[config.mk]
export PLATFORM = sky130hd
export DESIGN_NAME = sfdc_display_ctrl
export DESIGN_NICKNAME = d
export VERILOG_FILES = /design/src/hw/sfdc_pkg.sv /design/src/hw/sfdc_hold_timer.sv /design/src/hw/sfdc_stale_timer.sv /design/src/hw/sfdc_display_ctrl.sv
export SDC_FILE = /design/constraint.sdc
export NUM_CORES = 1
export LEC_CHECK = 0
export ABC_AREA = 1
export BUFFER_PORTS_ARGS = -buffer_cell sky130_fd_sc_hd__buf_2
export CAP_MARGIN = 10
export CORE_MARGIN = 1.5
export CORE_UTILIZATION = 45
export DETAILED_ROUTE_END_ITERATION = 10
export PLACE_DENSITY = 0.67
export SYNTH_ARGS = -nofsm -noshare
export SYNTH_HDL_FRONTEND = slang
export SYNTH_SLANG_ARGS = --single-unit
[constraint.sdc]
create_clock -name i_clock -period 2 [get_ports i_clock]
set_input_delay 0.2 -clock i_clock [delete_from_list [all_inputs] [get_ports i_clock]]
set_output_delay 0.2 -clock i_clock [all_outputs]
set_load 0.02 [all_outputs]
[src/hw/sfdc_pkg.sv]
// package for the serial fed display control block: modes, states, timing
// assumes a 100 MHz system clock and a single asynchronous active-low reset
`default_nettype none
package sfdc_pkg;
  // ----------------------------------------------------------------------
  // timing
  // ----------------------------------------------------------------------
  localparam int unsigned CLK_HZ = 100_000_000;
  localparam int unsigned MENU_HOLD_MS = 2000;
  localparam int unsigned MENU_HOLD_CYC = (CLK_HZ / 1000) * MENU_HOLD_MS;
  localparam int unsigned SPLASH_MS = 1000;
  localparam int unsigned SPLASH_CYC = (CLK_HZ / 1000) * SPLASH_MS;
  localparam int unsigned TICK_MS_CYC = CLK_HZ / 1000;
  localparam int unsigned BLINK_HALF_MS = 500;
  localparam int unsigned DIGITS = 6;
  localparam logic [15:0] TIMEOUT_MS_RST = 16'h03E8;

  // ----------------------------------------------------------------------
  // displayable ranges
  // ----------------------------------------------------------------------
  localparam logic signed [31:0] MIN4 = -32'sd999;
  localparam logic signed [31:0] MAX4 = 32'sd9999;
  localparam logic signed [31:0] MIN6 = -32'sd99999;
  localparam logic signed [31:0] MAX6 = 32'sd999999;

  // ----------------------------------------------------------------------
  // types
  // ----------------------------------------------------------------------
  typedef enum logic {SFDC_FOLLOWER, SFDC_INITIATOR} sfdc_role_e;
  typedef enum logic [2:0] {
    SFDC_SHOW_ID, SFDC_SHOW_DASH, SFDC_SHOW_VALUE, SFDC_SHOW_OVER,
    SFDC_SHOW_UNDER, SFDC_SHOW_MENU, SFDC_SHOW_CUSTOM
  } sfdc_show_e;
  typedef enum logic [1:0] {
    SFDC_MENU_NONE, SFDC_MENU_MAIN, SFDC_MENU_FOLLOWER
  } sfdc_menu_e;

  // value update arriving from the frame handler
  typedef struct packed {
    logic valid;
    logic signed [31:0] value;
    logic [2:0] point;
  } sfdc_update_s;

  // configuration word, held live and in the edit shadow
  typedef struct packed {
    sfdc_role_e role;
    logic six_digit;
    logic [15:0] timeout_ms;
  } sfdc_cfg_s;

  localparam sfdc_cfg_s CFG_RST = '{SFDC_FOLLOWER, 1'b0, TIMEOUT_MS_RST};

  // segment pattern override for one digit
  typedef struct packed {
    logic valid;
    logic [2:0] position;
    logic [7:0] segments;
  } sfdc_custom_s;
endpackage : sfdc_pkg
`default_nettype wire

[src/hw/sfdc_hold_timer.sv]
// key hold detector: pulses once when a synchronised key has been held
// assumes the key input is already synchronised to i_clock
`default_nettype none
module sfdc_hold_timer #(
  parameter int unsigned HOLD_CYC = sfdc_pkg::MENU_HOLD_CYC
) (
  input wire logic i_clock,
  input wire logic i_resetn,
  input wire logic i_key,
  output logic o_held
);
  import sfdc_pkg::*;
  logic [31:0] count_reg;
  logic fired_reg;

  // ----------------------------------------------------------------------
  // counting; any release restarts, so the hold must be continuous
  // ----------------------------------------------------------------------
  always_ff @(posedge i_clock or negedge i_resetn) begin
    if (!i_resetn) begin
      count_reg <= 32'h0;
      fired_reg <= 1'b0;
      o_held <= 1'b0;
    end else begin
      o_held <= 1'b0;
      if (!i_key) begin
        count_reg <= 32'h0;
        fired_reg <= 1'b0;
      end else if (!fired_reg) begin
        if (count_reg == HOLD_CYC - 1) begin
          o_held <= 1'b1;
          fired_reg <= 1'b1;
        end else begin
          count_reg <= count_reg + 32'h1;
        end
      end
    end
  end
endmodule : sfdc_hold_timer
`default_nettype wire

[src/hw/sfdc_stale_timer.sv]
// stale-data timer: counts milliseconds since the last valid update
// assumes a one-cycle millisecond tick enable from the parent
`default_nettype none
module sfdc_stale_timer (
  input wire logic i_clock,
  input wire logic i_resetn,
  input wire logic i_ms_tick,
  input wire logic i_restart,
  input wire logic [15:0] i_limit_ms,
  output logic o_stale
);
  import sfdc_pkg::*;
  logic [15:0] ms_reg;

  // ----------------------------------------------------------------------
  // restart wins over the tick so a fresh update is never stale
  // ----------------------------------------------------------------------
  always_ff @(posedge i_clock or negedge i_resetn) begin
    if (!i_resetn) begin
      ms_reg <= 16'h0;
      o_stale <= 1'b0;
    end else if (i_restart) begin
      ms_reg <= 16'h0;
      o_stale <= 1'b0;
    end else if (i_ms_tick && !o_stale) begin
      if (ms_reg + 16'h1 >= i_limit_ms) begin
        o_stale <= 1'b1;
      end
      ms_reg <= ms_reg + 16'h1;
    end
  end
endmodule : sfdc_stale_timer
`default_nettype wire

[src/hw/sfdc_display_ctrl.sv]
// top of the serial fed display control: screen selection, range check,
// stale blinking, menu entry and parameter commit
// assumes frame handling lives outside and hands over decoded updates
//
// Contract
// - after reset show the identity screen, then enter value display
// - show dashes until the first value update arrives
// - a stored role setting selects initiator or follower behaviour
// - initiator role takes value and decimal point from polled reply
// - values above the upper limit show the over-range message
// - values below the lower limit show the under-range message
// - four digits: -999 to 9999 displayable
// - six digits: -99999 to 999999 displayable
// - follower: no rewrite within the timeout makes the value blink
// - blinking stops on the next valid write
// - follower role allows custom segment patterns at chosen digits
// - follower settings menu offered only in follower role
// - main menu only after cancel key held two seconds continuously
// - cancel discards pending edit, confirm commits it
// - every parameter is also writable over the serial link
// - configuration changes never stop display or communication
// - initiator: no reply within timeout blinks until a good read
`default_nettype none
module sfdc_display_ctrl #(
  // long counts; a bench may shorten them to keep runs small
  parameter int unsigned SPLASH_CYCLES = sfdc_pkg::SPLASH_CYC,
  parameter int unsigned HOLD_CYCLES = sfdc_pkg::MENU_HOLD_CYC,
  parameter int unsigned MS_CYCLES = sfdc_pkg::TICK_MS_CYC
) (
  input wire logic i_clock,
  input wire logic i_resetn,
  input wire sfdc_pkg::sfdc_update_s i_write_update,
  input wire sfdc_pkg::sfdc_update_s i_read_update,
  input wire logic i_poll_sent,
  input wire sfdc_pkg::sfdc_custom_s i_custom,
  input wire logic i_cfg_write,
  input wire sfdc_pkg::sfdc_cfg_s i_cfg_data,
  input wire logic i_cancel_menu_key,
  input wire logic i_confirm_key,
  input wire logic i_edit_start,
  input wire sfdc_pkg::sfdc_cfg_s i_edit_data,
  output sfdc_pkg::sfdc_show_e o_show,
  output logic signed [31:0] o_value,
  output logic [2:0] o_point,
  output logic o_blank,
  output logic [7:0] o_custom_seg,
  output logic [2:0] o_custom_pos,
  output logic o_custom_en,
  output sfdc_pkg::sfdc_menu_e o_menu,
  output logic o_editing,
  output sfdc_pkg::sfdc_cfg_s o_cfg
);
  import sfdc_pkg::*;

  // ----------------------------------------------------------------------
  // key synchronisers: keys are pins from outside the clock domain
  // ----------------------------------------------------------------------
  logic [1:0] cancel_sync_reg;
  logic [1:0] confirm_sync_reg;
  logic cancel_prev_reg;
  logic confirm_prev_reg;
  logic cancel_press;
  logic confirm_press;

  always_ff @(posedge i_clock or negedge i_resetn) begin
    if (!i_resetn) begin
      cancel_sync_reg <= 2'h0;
      confirm_sync_reg <= 2'h0;
      cancel_prev_reg <= 1'b0;
      confirm_prev_reg <= 1'b0;
    end else begin
      cancel_sync_reg <= {cancel_sync_reg[0], i_cancel_menu_key};
      confirm_sync_reg <= {confirm_sync_reg[0], i_confirm_key};
      cancel_prev_reg <= cancel_sync_reg[1];
      confirm_prev_reg <= confirm_sync_reg[1];
    end
  end

  // edge detection reads only the second stage
  assign cancel_press = cancel_sync_reg[1] && !cancel_prev_reg;
  assign confirm_press = confirm_sync_reg[1] && !confirm_prev_reg;

  // ----------------------------------------------------------------------
  // millisecond enable and blink phase
  // ----------------------------------------------------------------------
  logic [31:0] ms_div_reg;
  logic ms_tick_reg;
  logic [15:0] blink_ms_reg;
  logic blink_phase_reg;

  always_ff @(posedge i_clock or negedge i_resetn) begin
    if (!i_resetn) begin
      ms_div_reg <= 32'h0;
      ms_tick_reg <= 1'b0;
    end else if (ms_div_reg == MS_CYCLES - 1) begin
      ms_div_reg <= 32'h0;
      ms_tick_reg <= 1'b1;
    end else begin
      ms_div_reg <= ms_div_reg + 32'h1;
      ms_tick_reg <= 1'b0;
    end
  end

  // blink phase toggles every half period
  always_ff @(posedge i_clock or negedge i_resetn) begin
    if (!i_resetn) begin
      blink_ms_reg <= 16'h0;
      blink_phase_reg <= 1'b0;
    end else if (ms_tick_reg) begin
      if (blink_ms_reg == 16'(BLINK_HALF_MS - 1)) begin
        blink_ms_reg <= 16'h0;
        blink_phase_reg <= !blink_phase_reg;
      end else begin
        blink_ms_reg <= blink_ms_reg + 16'h1;
      end
    end
  end

  // ----------------------------------------------------------------------
  // configuration: live copy, edit shadow, remote writes
  // ----------------------------------------------------------------------
  sfdc_cfg_s cfg_reg;
  sfdc_cfg_s shadow_reg;
  logic editing_reg;
  sfdc_menu_e menu_reg;
  logic menu_hold;

  // remote writes land directly; display keeps running meanwhile
  always_ff @(posedge i_clock or negedge i_resetn) begin
    if (!i_resetn) begin
      cfg_reg <= CFG_RST;
    end else if (i_cfg_write) begin
      cfg_reg <= i_cfg_data;
    end else if (editing_reg && confirm_press) begin
      cfg_reg <= shadow_reg;
    end
  end

  // shadow holds uncommitted edits; cancel simply drops it
  always_ff @(posedge i_clock or negedge i_resetn) begin
    if (!i_resetn) begin
      shadow_reg <= CFG_RST;
      editing_reg <= 1'b0;
    end else if (editing_reg && (cancel_press || confirm_press)) begin
      editing_reg <= 1'b0;
    end else if (i_edit_start && menu_reg != SFDC_MENU_NONE) begin
      shadow_reg <= i_edit_data;
      editing_reg <= 1'b1;
    end
  end

  sfdc_hold_timer #(
    .HOLD_CYC(HOLD_CYCLES)
  ) u_hold (
    .i_clock(i_clock),
    .i_resetn(i_resetn),
    .i_key(cancel_sync_reg[1]),
    .o_held(menu_hold)
  );

  // menu level; follower submenu only while follower role stands
  always_ff @(posedge i_clock or negedge i_resetn) begin
    if (!i_resetn) begin
      menu_reg <= SFDC_MENU_NONE;
    end else begin
      case (menu_reg)
        SFDC_MENU_NONE: begin
          if (menu_hold) begin
            menu_reg <= SFDC_MENU_MAIN;
          end
        end
        SFDC_MENU_MAIN: begin
          if (cancel_press && !editing_reg) begin
            menu_reg <= SFDC_MENU_NONE;
          end else if (confirm_press && !editing_reg &&
                       cfg_reg.role == SFDC_FOLLOWER) begin
            menu_reg <= SFDC_MENU_FOLLOWER;
          end
        end
        SFDC_MENU_FOLLOWER: begin
          if (cfg_reg.role != SFDC_FOLLOWER) begin
            menu_reg <= SFDC_MENU_MAIN;
          end else if (cancel_press && !editing_reg) begin
            menu_reg <= SFDC_MENU_MAIN;
          end
        end
        default: begin
          menu_reg <= SFDC_MENU_NONE;
        end
      endcase
    end
  end

  // ----------------------------------------------------------------------
  // value capture: role selects the source
  // ----------------------------------------------------------------------
  sfdc_update_s upd;
  logic have_value_reg;
  logic signed [31:0] value_reg;
  logic [2:0] point_reg;
  logic stale;
  logic stale_restart;

  always_comb begin
    if (cfg_reg.role == SFDC_INITIATOR) begin
      upd = i_read_update;
    end else begin
      upd = i_write_update;
    end
  end

  always_ff @(posedge i_clock or negedge i_resetn) begin
    if (!i_resetn) begin
      have_value_reg <= 1'b0;
      value_reg <= 32'sh0;
      point_reg <= 3'h0;
    end else if (upd.valid) begin
      have_value_reg <= 1'b1;
      value_reg <= upd.value;
      point_reg <= upd.point;
    end
  end

  // initiator also restarts on each poll sent while not stale so the wait runs from the request
  assign stale_restart = upd.valid ||
    (cfg_reg.role == SFDC_INITIATOR && i_poll_sent && !stale);

  sfdc_stale_timer u_stale (
    .i_clock(i_clock),
    .i_resetn(i_resetn),
    .i_ms_tick(ms_tick_reg),
    .i_restart(stale_restart),
    .i_limit_ms(cfg_reg.timeout_ms),
    .o_stale(stale)
  );

  // ----------------------------------------------------------------------
  // power-up identity screen
  // ----------------------------------------------------------------------
  logic [31:0] splash_reg;
  logic splash_done_reg;

  always_ff @(posedge i_clock or negedge i_resetn) begin
    if (!i_resetn) begin
      splash_reg <= 32'h0;
      splash_done_reg <= 1'b0;
    end else if (!splash_done_reg) begin
      if (splash_reg == SPLASH_CYCLES - 1) begin
        splash_done_reg <= 1'b1;
      end else begin
        splash_reg <= splash_reg + 32'h1;
      end
    end
  end

  // ----------------------------------------------------------------------
  // range check and screen choice
  // ----------------------------------------------------------------------
  logic signed [31:0] lo_lim;
  logic signed [31:0] hi_lim;
  sfdc_show_e show_next;

  assign lo_lim = cfg_reg.six_digit ? MIN6 : MIN4;
  assign hi_lim = cfg_reg.six_digit ? MAX6 : MAX4;

  always_comb begin
    if (!splash_done_reg) begin
      show_next = SFDC_SHOW_ID;
    end else if (menu_reg != SFDC_MENU_NONE) begin
      show_next = SFDC_SHOW_MENU;
    end else if (!have_value_reg) begin
      show_next = SFDC_SHOW_DASH;
    end else if (value_reg > hi_lim) begin
      show_next = SFDC_SHOW_OVER;
    end else if (value_reg < lo_lim) begin
      show_next = SFDC_SHOW_UNDER;
    end else begin
      show_next = SFDC_SHOW_VALUE;
    end
  end

  // outputs registered; blanking is the off half of the blink
  always_ff @(posedge i_clock or negedge i_resetn) begin
    if (!i_resetn) begin
      o_show <= SFDC_SHOW_ID;
      o_value <= 32'sh0;
      o_point <= 3'h0;
      o_blank <= 1'b0;
      o_menu <= SFDC_MENU_NONE;
      o_editing <= 1'b0;
      o_cfg <= CFG_RST;
    end else begin
      o_show <= show_next;
      o_value <= value_reg;
      o_point <= point_reg;
      o_blank <= stale && have_value_reg && splash_done_reg &&
        menu_reg == SFDC_MENU_NONE && blink_phase_reg;
      o_menu <= menu_reg;
      o_editing <= editing_reg;
      o_cfg <= cfg_reg;
    end
  end

  // custom segment patterns, follower role only
  always_ff @(posedge i_clock or negedge i_resetn) begin
    if (!i_resetn) begin
      o_custom_seg <= 8'h00;
      o_custom_pos <= 3'h0;
      o_custom_en <= 1'b0;
    end else if (cfg_reg.role != SFDC_FOLLOWER) begin
      o_custom_en <= 1'b0;
    end else if (i_custom.valid &&
                 i_custom.position < 3'(DIGITS)) begin
      o_custom_seg <= i_custom.segments;
      o_custom_pos <= i_custom.position;
      o_custom_en <= 1'b1;
    end
  end
endmodule : sfdc_display_ctrl
`default_nettype wire

After elaboration in Yosys (flattened, before gate mapping)
Cells that the tools add are included.

Register bits after elaboration: 287. Input bits: 127. Output and inout port bits: 72. Logic and storage cells: 137.

Add/subtract/negate cells: 5. Order comparisons: 4. Equal/unequal tests: 11. Muxes and demuxes: 38. Bitwise gates (word level): 4. Reductions and logical operators: 37.

Operator list (number): 2-to-1 mux 32 bit (4); adder 32 x 1 -> 32 bit, second input constant (3); 2-to-1 mux 16 bit (3); 2-to-1 mux 18 bit (2); 2-to-1 mux 36 bit (1); adder 16 x 1 -> 16 bit, second input constant (2); equality test 32 x 17 -> 1 bit, second input constant (1); equality test 32 x 27 -> 1 bit, second input constant (1); equality test 32 x 28 -> 1 bit, second input constant (1); greater-than comparator 32 x 21 -> 1 bit (1); less-than comparator 32 x 18 -> 1 bit (1); 2-to-1 mux 20 bit (1); 2-to-1 mux 17 bit (1); equality test 16 x 9 -> 1 bit, second input constant (1); >= comparator 16 bit (1); logical AND 1 bit (16); 2-to-1 mux 1 bit (15); 2-to-1 mux 3 bit (5); AND reduction 2 bit (6); nonzero test 2 bit (6); 2-to-1 mux 2 bit (5); inequality test 3 bit, second input constant (2); case mux 2 bit (3 select lines) (1); logical NOT 1 bit (5); 9 further kinds (14).

Depth between registers and ports, before layout
Depth after elaboration: 7. Gate-level depth with buffers: 15.

By module
Synthesis repeated with hierarchy kept, for this count alone.

Cells, all modules: 1868. Area total of the unflattened synthesis: 14801.7 µm².

Modules (own cells, without submodules): sfdc_display_ctrl (instances 1, cells each 1270, area an instance 10891.7 µm², seq. area each 5928.2 µm²); sfdc_hold_timer (instances 1, cells each 391, area an instance 2429.8 µm², seq. area each 850.8 µm²); sfdc_stale_timer (instances 1, cells each 207, area an instance 1480.2 µm², seq. area each 425.4 µm²).

Worst setup path before layout
OpenSTA, ideal clock, no wires.

Path kind: register to register. Start point: reg u_stale.ms_reg[6]. End point: reg u_stale.o_stale. Arrival: 2.103 ns. Slack: -0.220 ns. Stages on the path, launching flop included: 15. Path buffers: 0. Period minus slack after synthesis: 2.220 ns. Path through: dfrtp_1 -> inv_1 -> nor4_1 -> nand2_1 -> inv_1 -> nand4_1 -> and2_1 -> ha_1 -> nand2_1 -> nor3_1 -> nand3_1 -> nand4_1 -> nand2_1 -> nand2_1 -> nand2_1.

Cells in the longest elaborated chain, start to end: 4.

RTL lines: start, declared (RTL line sfdc_stale_timer.sv:13) `logic [15:0] ms_reg;`; start signal, assigned (RTL line sfdc_stale_timer.sv:29) `ms_reg <= ms_reg + 16'h1;`; adder 16 x 1 -> 16 bit (RTL line sfdc_stale_timer.sv:26) `if (ms_reg + 16'h1 >= i_limit_ms) begin`; >= comparator 16 bit (RTL line sfdc_stale_timer.sv:26); nonzero test 2 bit (no source line); AND reduction 2 bit (no source line); end signal, assigned (RTL line sfdc_stale_timer.sv:21) `o_stale <= 1'b0;`; end signal, assigned (RTL line sfdc_stale_timer.sv:24) `o_stale <= 1'b0;`; end signal, assigned (RTL line sfdc_stale_timer.sv:27) `o_stale <= 1'b1;`; end, declared (RTL line sfdc_stale_timer.sv:10) `output logic o_stale`.

Every way passes these cells. A chain may end at the register's enable or synchronous reset.

Worst setup path after layout
Start point: reg u_stale.ms_reg[4]. End point: reg u_stale.o_stale.

The elaborated chain is that of the path after synthesis.

==> metrics.txt <==
status=finished with violations; failing checks=setup timing; port bufs=198; detailed placement HPWL=26.7 mm; P_sw=3.97 mW; Core Util, Final=60.5%; start point of the critical path=u_stale.ms_reg[4]$_DFFE_PN0P_; Worst Path Required=2.47 ns; post-route minimum period=2.35 ns; Clock Root Buffer=clkbuf_16; Synth Net Count=1880; r2r endpoint=u_stale.o_stale$_DFFE_PN0P_; number of global-route vias before repair=13100; post-route design area=19100 sq um; # IOs=199; FP Rows=65; Tot GR Track Use=23.7%; Primary FF master, synth=dfrtp_1; Area Overhead vs Synth=32.1%; worst setup path class=register to register; Pins Over Slew Limit=0; top cell type's share of synthesized area=46.6%; P per Cell Area=789 nW/um^2; core box area=31600 sq um; Internal=11.1 mW; die height=182 um; most used cell, CP=nand2_1; Max stage delay on crit path=0.36 ns; Pre-antenna DRT Iters=5; Cell Area, Synth=14500 sq um; FILL cells=2673; Longest Clk Path Bufs=3; Area contributors post-synth=dfrtp_1 47%, nand2_1 12%, nor2_1 4.6%, inv_1 4.2%, xor2_1 3.9%; Register-to-Register Path Depth=14; start of the worst register-to-register path=u_stale.ms_reg[4]$_DFFE_PN0P_; CP endpoint kind=register; Buf/Inv on CP=2; Worst EP arrival=2.82 ns; critical path, cell by cell=inv_2 > nor4_4 > nand2_1 > inv_2 > nand4_1 > and2_4 > ha_4 > nand4_1 > nor3_2 > nand3_1 > nand4_1 > nand2_1 > nand2_1 > nand2_1; Post-route DRC=0; clock power share=42.7%; Mapped Avg Cell Area=8.43 sq um; most numerous cell in the Yosys netlist=nand2_1; Hold Crit Start=i_cfg_write; r2r setup slk=-0.35 ns; cell family with most CP delay=simple AND/OR/NAND/NOR gates; Vias per Instance=5.15; Worst Tran Pin Value=1.07 ns; ys async rst share=100%; Die X=182 um; part of the power in registers=43.3%; sequential area share after synthesis=49.8%; HP Class=input pin to register; worst skew pair latency=0.57 ns; routed len/inst=15.9 um; routed wire length=40.4 mm; H-tree Lvls=1; Post-DRT Antenna Nets=0; post-synth cell types=50; Worst Hold End=cfg_reg[16]$_DFFE_PN0P_; clk slew on worst S/H paths=0.07 ns; Final Skew=0.0163 ns; synthesized flop and latch total=287; Peak Freq=0.425 GHz; total gr overflow=0; Tcrit/Tclk final=118%; Layout Nets=2271; detailed-route via count=13100; final setup fails=1; Net Sw Frac=26.3%; EDFF count, synth=0; final setup margin=-0.353 ns; worst hold stages=4; Slowest-stage cell, CP=dfrtp_1; total power=15.1 mW; unrepaired setup endpoints after global routing=true; dpl cell area=16400 sq um; leading area contributor after synthesis=dfrtp_1; die area=33200 sq um; Comb power frac=14.0%; commonest cells in the netlist=480 x nand2_1, 269 x dfrtp_1, 176 x nor2_1; Hold Vio Cnt, Final=0; share of post-route cells with drive strength above 1=20.9%; CTS Buf Count=31; peak supply drop=660 uV; max_cap viols=0; cell count after synthesis=1716; routability cong.=0.892; initial drt markers=787; Warnings, synthesis=0; first-pass GRT wire length=64.5 mm; LEAKAGE=9.12 nW; clk sinks=287; initial antenna violation count=1; largest net degree at the start of global routing=72; CP Launch Type=register; Worst slew margin=28.4%; initial core utilization=45.8%; Crit path depth=14; crit-path max FO=3; TritonCTS clock tree=yes
-- cell type report --
type	instances	area [sq um]	share of cell area, %
antenna	1	2.50	0.0131
clock buffer	40	870	4.55
clock inverter	18	292	1.53
inverter	176	667	3.49
multi-input combinational	1210	6560	34.3
sequential	287	7200	37.7
tap	402	503	2.63
timing repair buffer	401	3000	15.7
-- worst max path at each step --
| stage | endpoint | slack, ns |
|---|---|---|
| 2_1_floorplan | u_stale.o_stale$_DFFE_PN0P_ | -0.14 |
| 3_3_place_gp | u_stale.o_stale$_DFFE_PN0P_ | -0.25 |
| 3_5_place_dp | u_stale.o_stale$_DFFE_PN0P_ | -0.32 |
| 4_1_cts | u_stale.o_stale$_DFFE_PN0P_ | -0.28 |
| 5_1_grt | u_stale.o_stale$_DFFE_PN0P_ | -0.59 |
| 6_report | u_stale.o_stale$_DFFE_PN0P_ | -0.35 |
-- per-stage QoR --
stage | setup slack, ns | std cells | setup TNS, ns | hold WS, ns
5_1_grt | -0.593 | 2535 | -0.674 | 0.0741
3_3_place_gp | -0.253 | 2343 | -0.253 | 0.132
6_report | -0.353 | 2535 | -0.353 | 0.0471
4_1_cts | -0.278 | 2529 | -0.512 | 0.0166
2_1_floorplan | -0.136 | 1716 | -0.136 | -0.0956
3_5_place_dp | -0.324 | 2343 | -0.324 | 0.141
-- tightest hold or removal path, stage by stage --
cell      delay (ns)
buf_2           0.11
inv_1           0.06
nand2_1         0.11
o211ai_1        0.09
-- logic make-up (layout without fill, tap and decap cells) --
| kind of cell | after synthesis | count (layout) | synth area share, % |
|---|---|---|---|
| compound gates | 143 | 143 | 5.95 |
| other cells | 0 | 1 | 0 |
| flops | 287 | 287 | 49.8 |
| mux | 27 | 27 | 2.10 |
| simple gates | 915 | 915 | 27.6 |
| fa+ha+maj | 37 | 37 | 3.20 |
| xor+xnor | 88 | 88 | 5.33 |
| buf+inv | 219 | 635 | 6.00 |
-- layout by cell type (no fill, tap or decap), types with 4 or more instances in the layout --
cell type and count:
a21o_1 5, a21oi_1 17, a31oi_1 37, buf_12 9, buf_2 197, buf_4 67, bufinv_16 7, clkbuf_16 34
clkbuf_8 6, clkinvlp_4 4, dfrtp_1 269, dfstp_2 18, dlygate4sd3_1 121, ha_1 31, ha_4 4, inv_1 157
inv_2 17, mux2_1 9, mux2_2 18, nand2_1 477, nand2_2 5, nand3_1 104, nand3_2 6, nand3b_1 8
nand4_1 37, nor2_1 175, nor2_2 9, nor3_1 49, nor3_2 4, nor3b_1 4, nor4_1 15, o211ai_1 18
o21ai_0 17, o21ai_1 37, or2_2 4, xnor2_1 23, xor2_1 64
-- what timing repair did --
item	in CTS	in global routing
gates resized for setup	13	22
setup buffers	7	6
hold buffers	121	0
gates cloned	0	3
endpoints found under the hold margin	354	0
endpoints found under the setup margin	1	47
pin swaps	14	11
-- power groups by stage --
stage | registers [mW] | clock network (mW) | logic, mW
2_1_floorplan | 6.82 | 0 | 0.669
3_3_place_gp | 6.59 | 0 | 1.67
3_5_place_dp | 6.60 | 0 | 1.68
4_1_cts | 6.50 | 6.52 | 1.98
5_1_grt | 6.57 | 6.80 | 2.30
6_report | 6.53 | 6.43 | 2.11
-- per-layer routing --
layer / GRT usage [%] / part of all wire [%] / vias to the layer above
met5: 0 / 0 / -
met4: 6.08 / 2.1 / 0
met3: 3.03 / 5.5 / 67
met2: 42.0 / 49 / 389
met1: 30.8 / 43 / 6244
li1: - / - / 6360
Power figures use the tool's default switching activity.
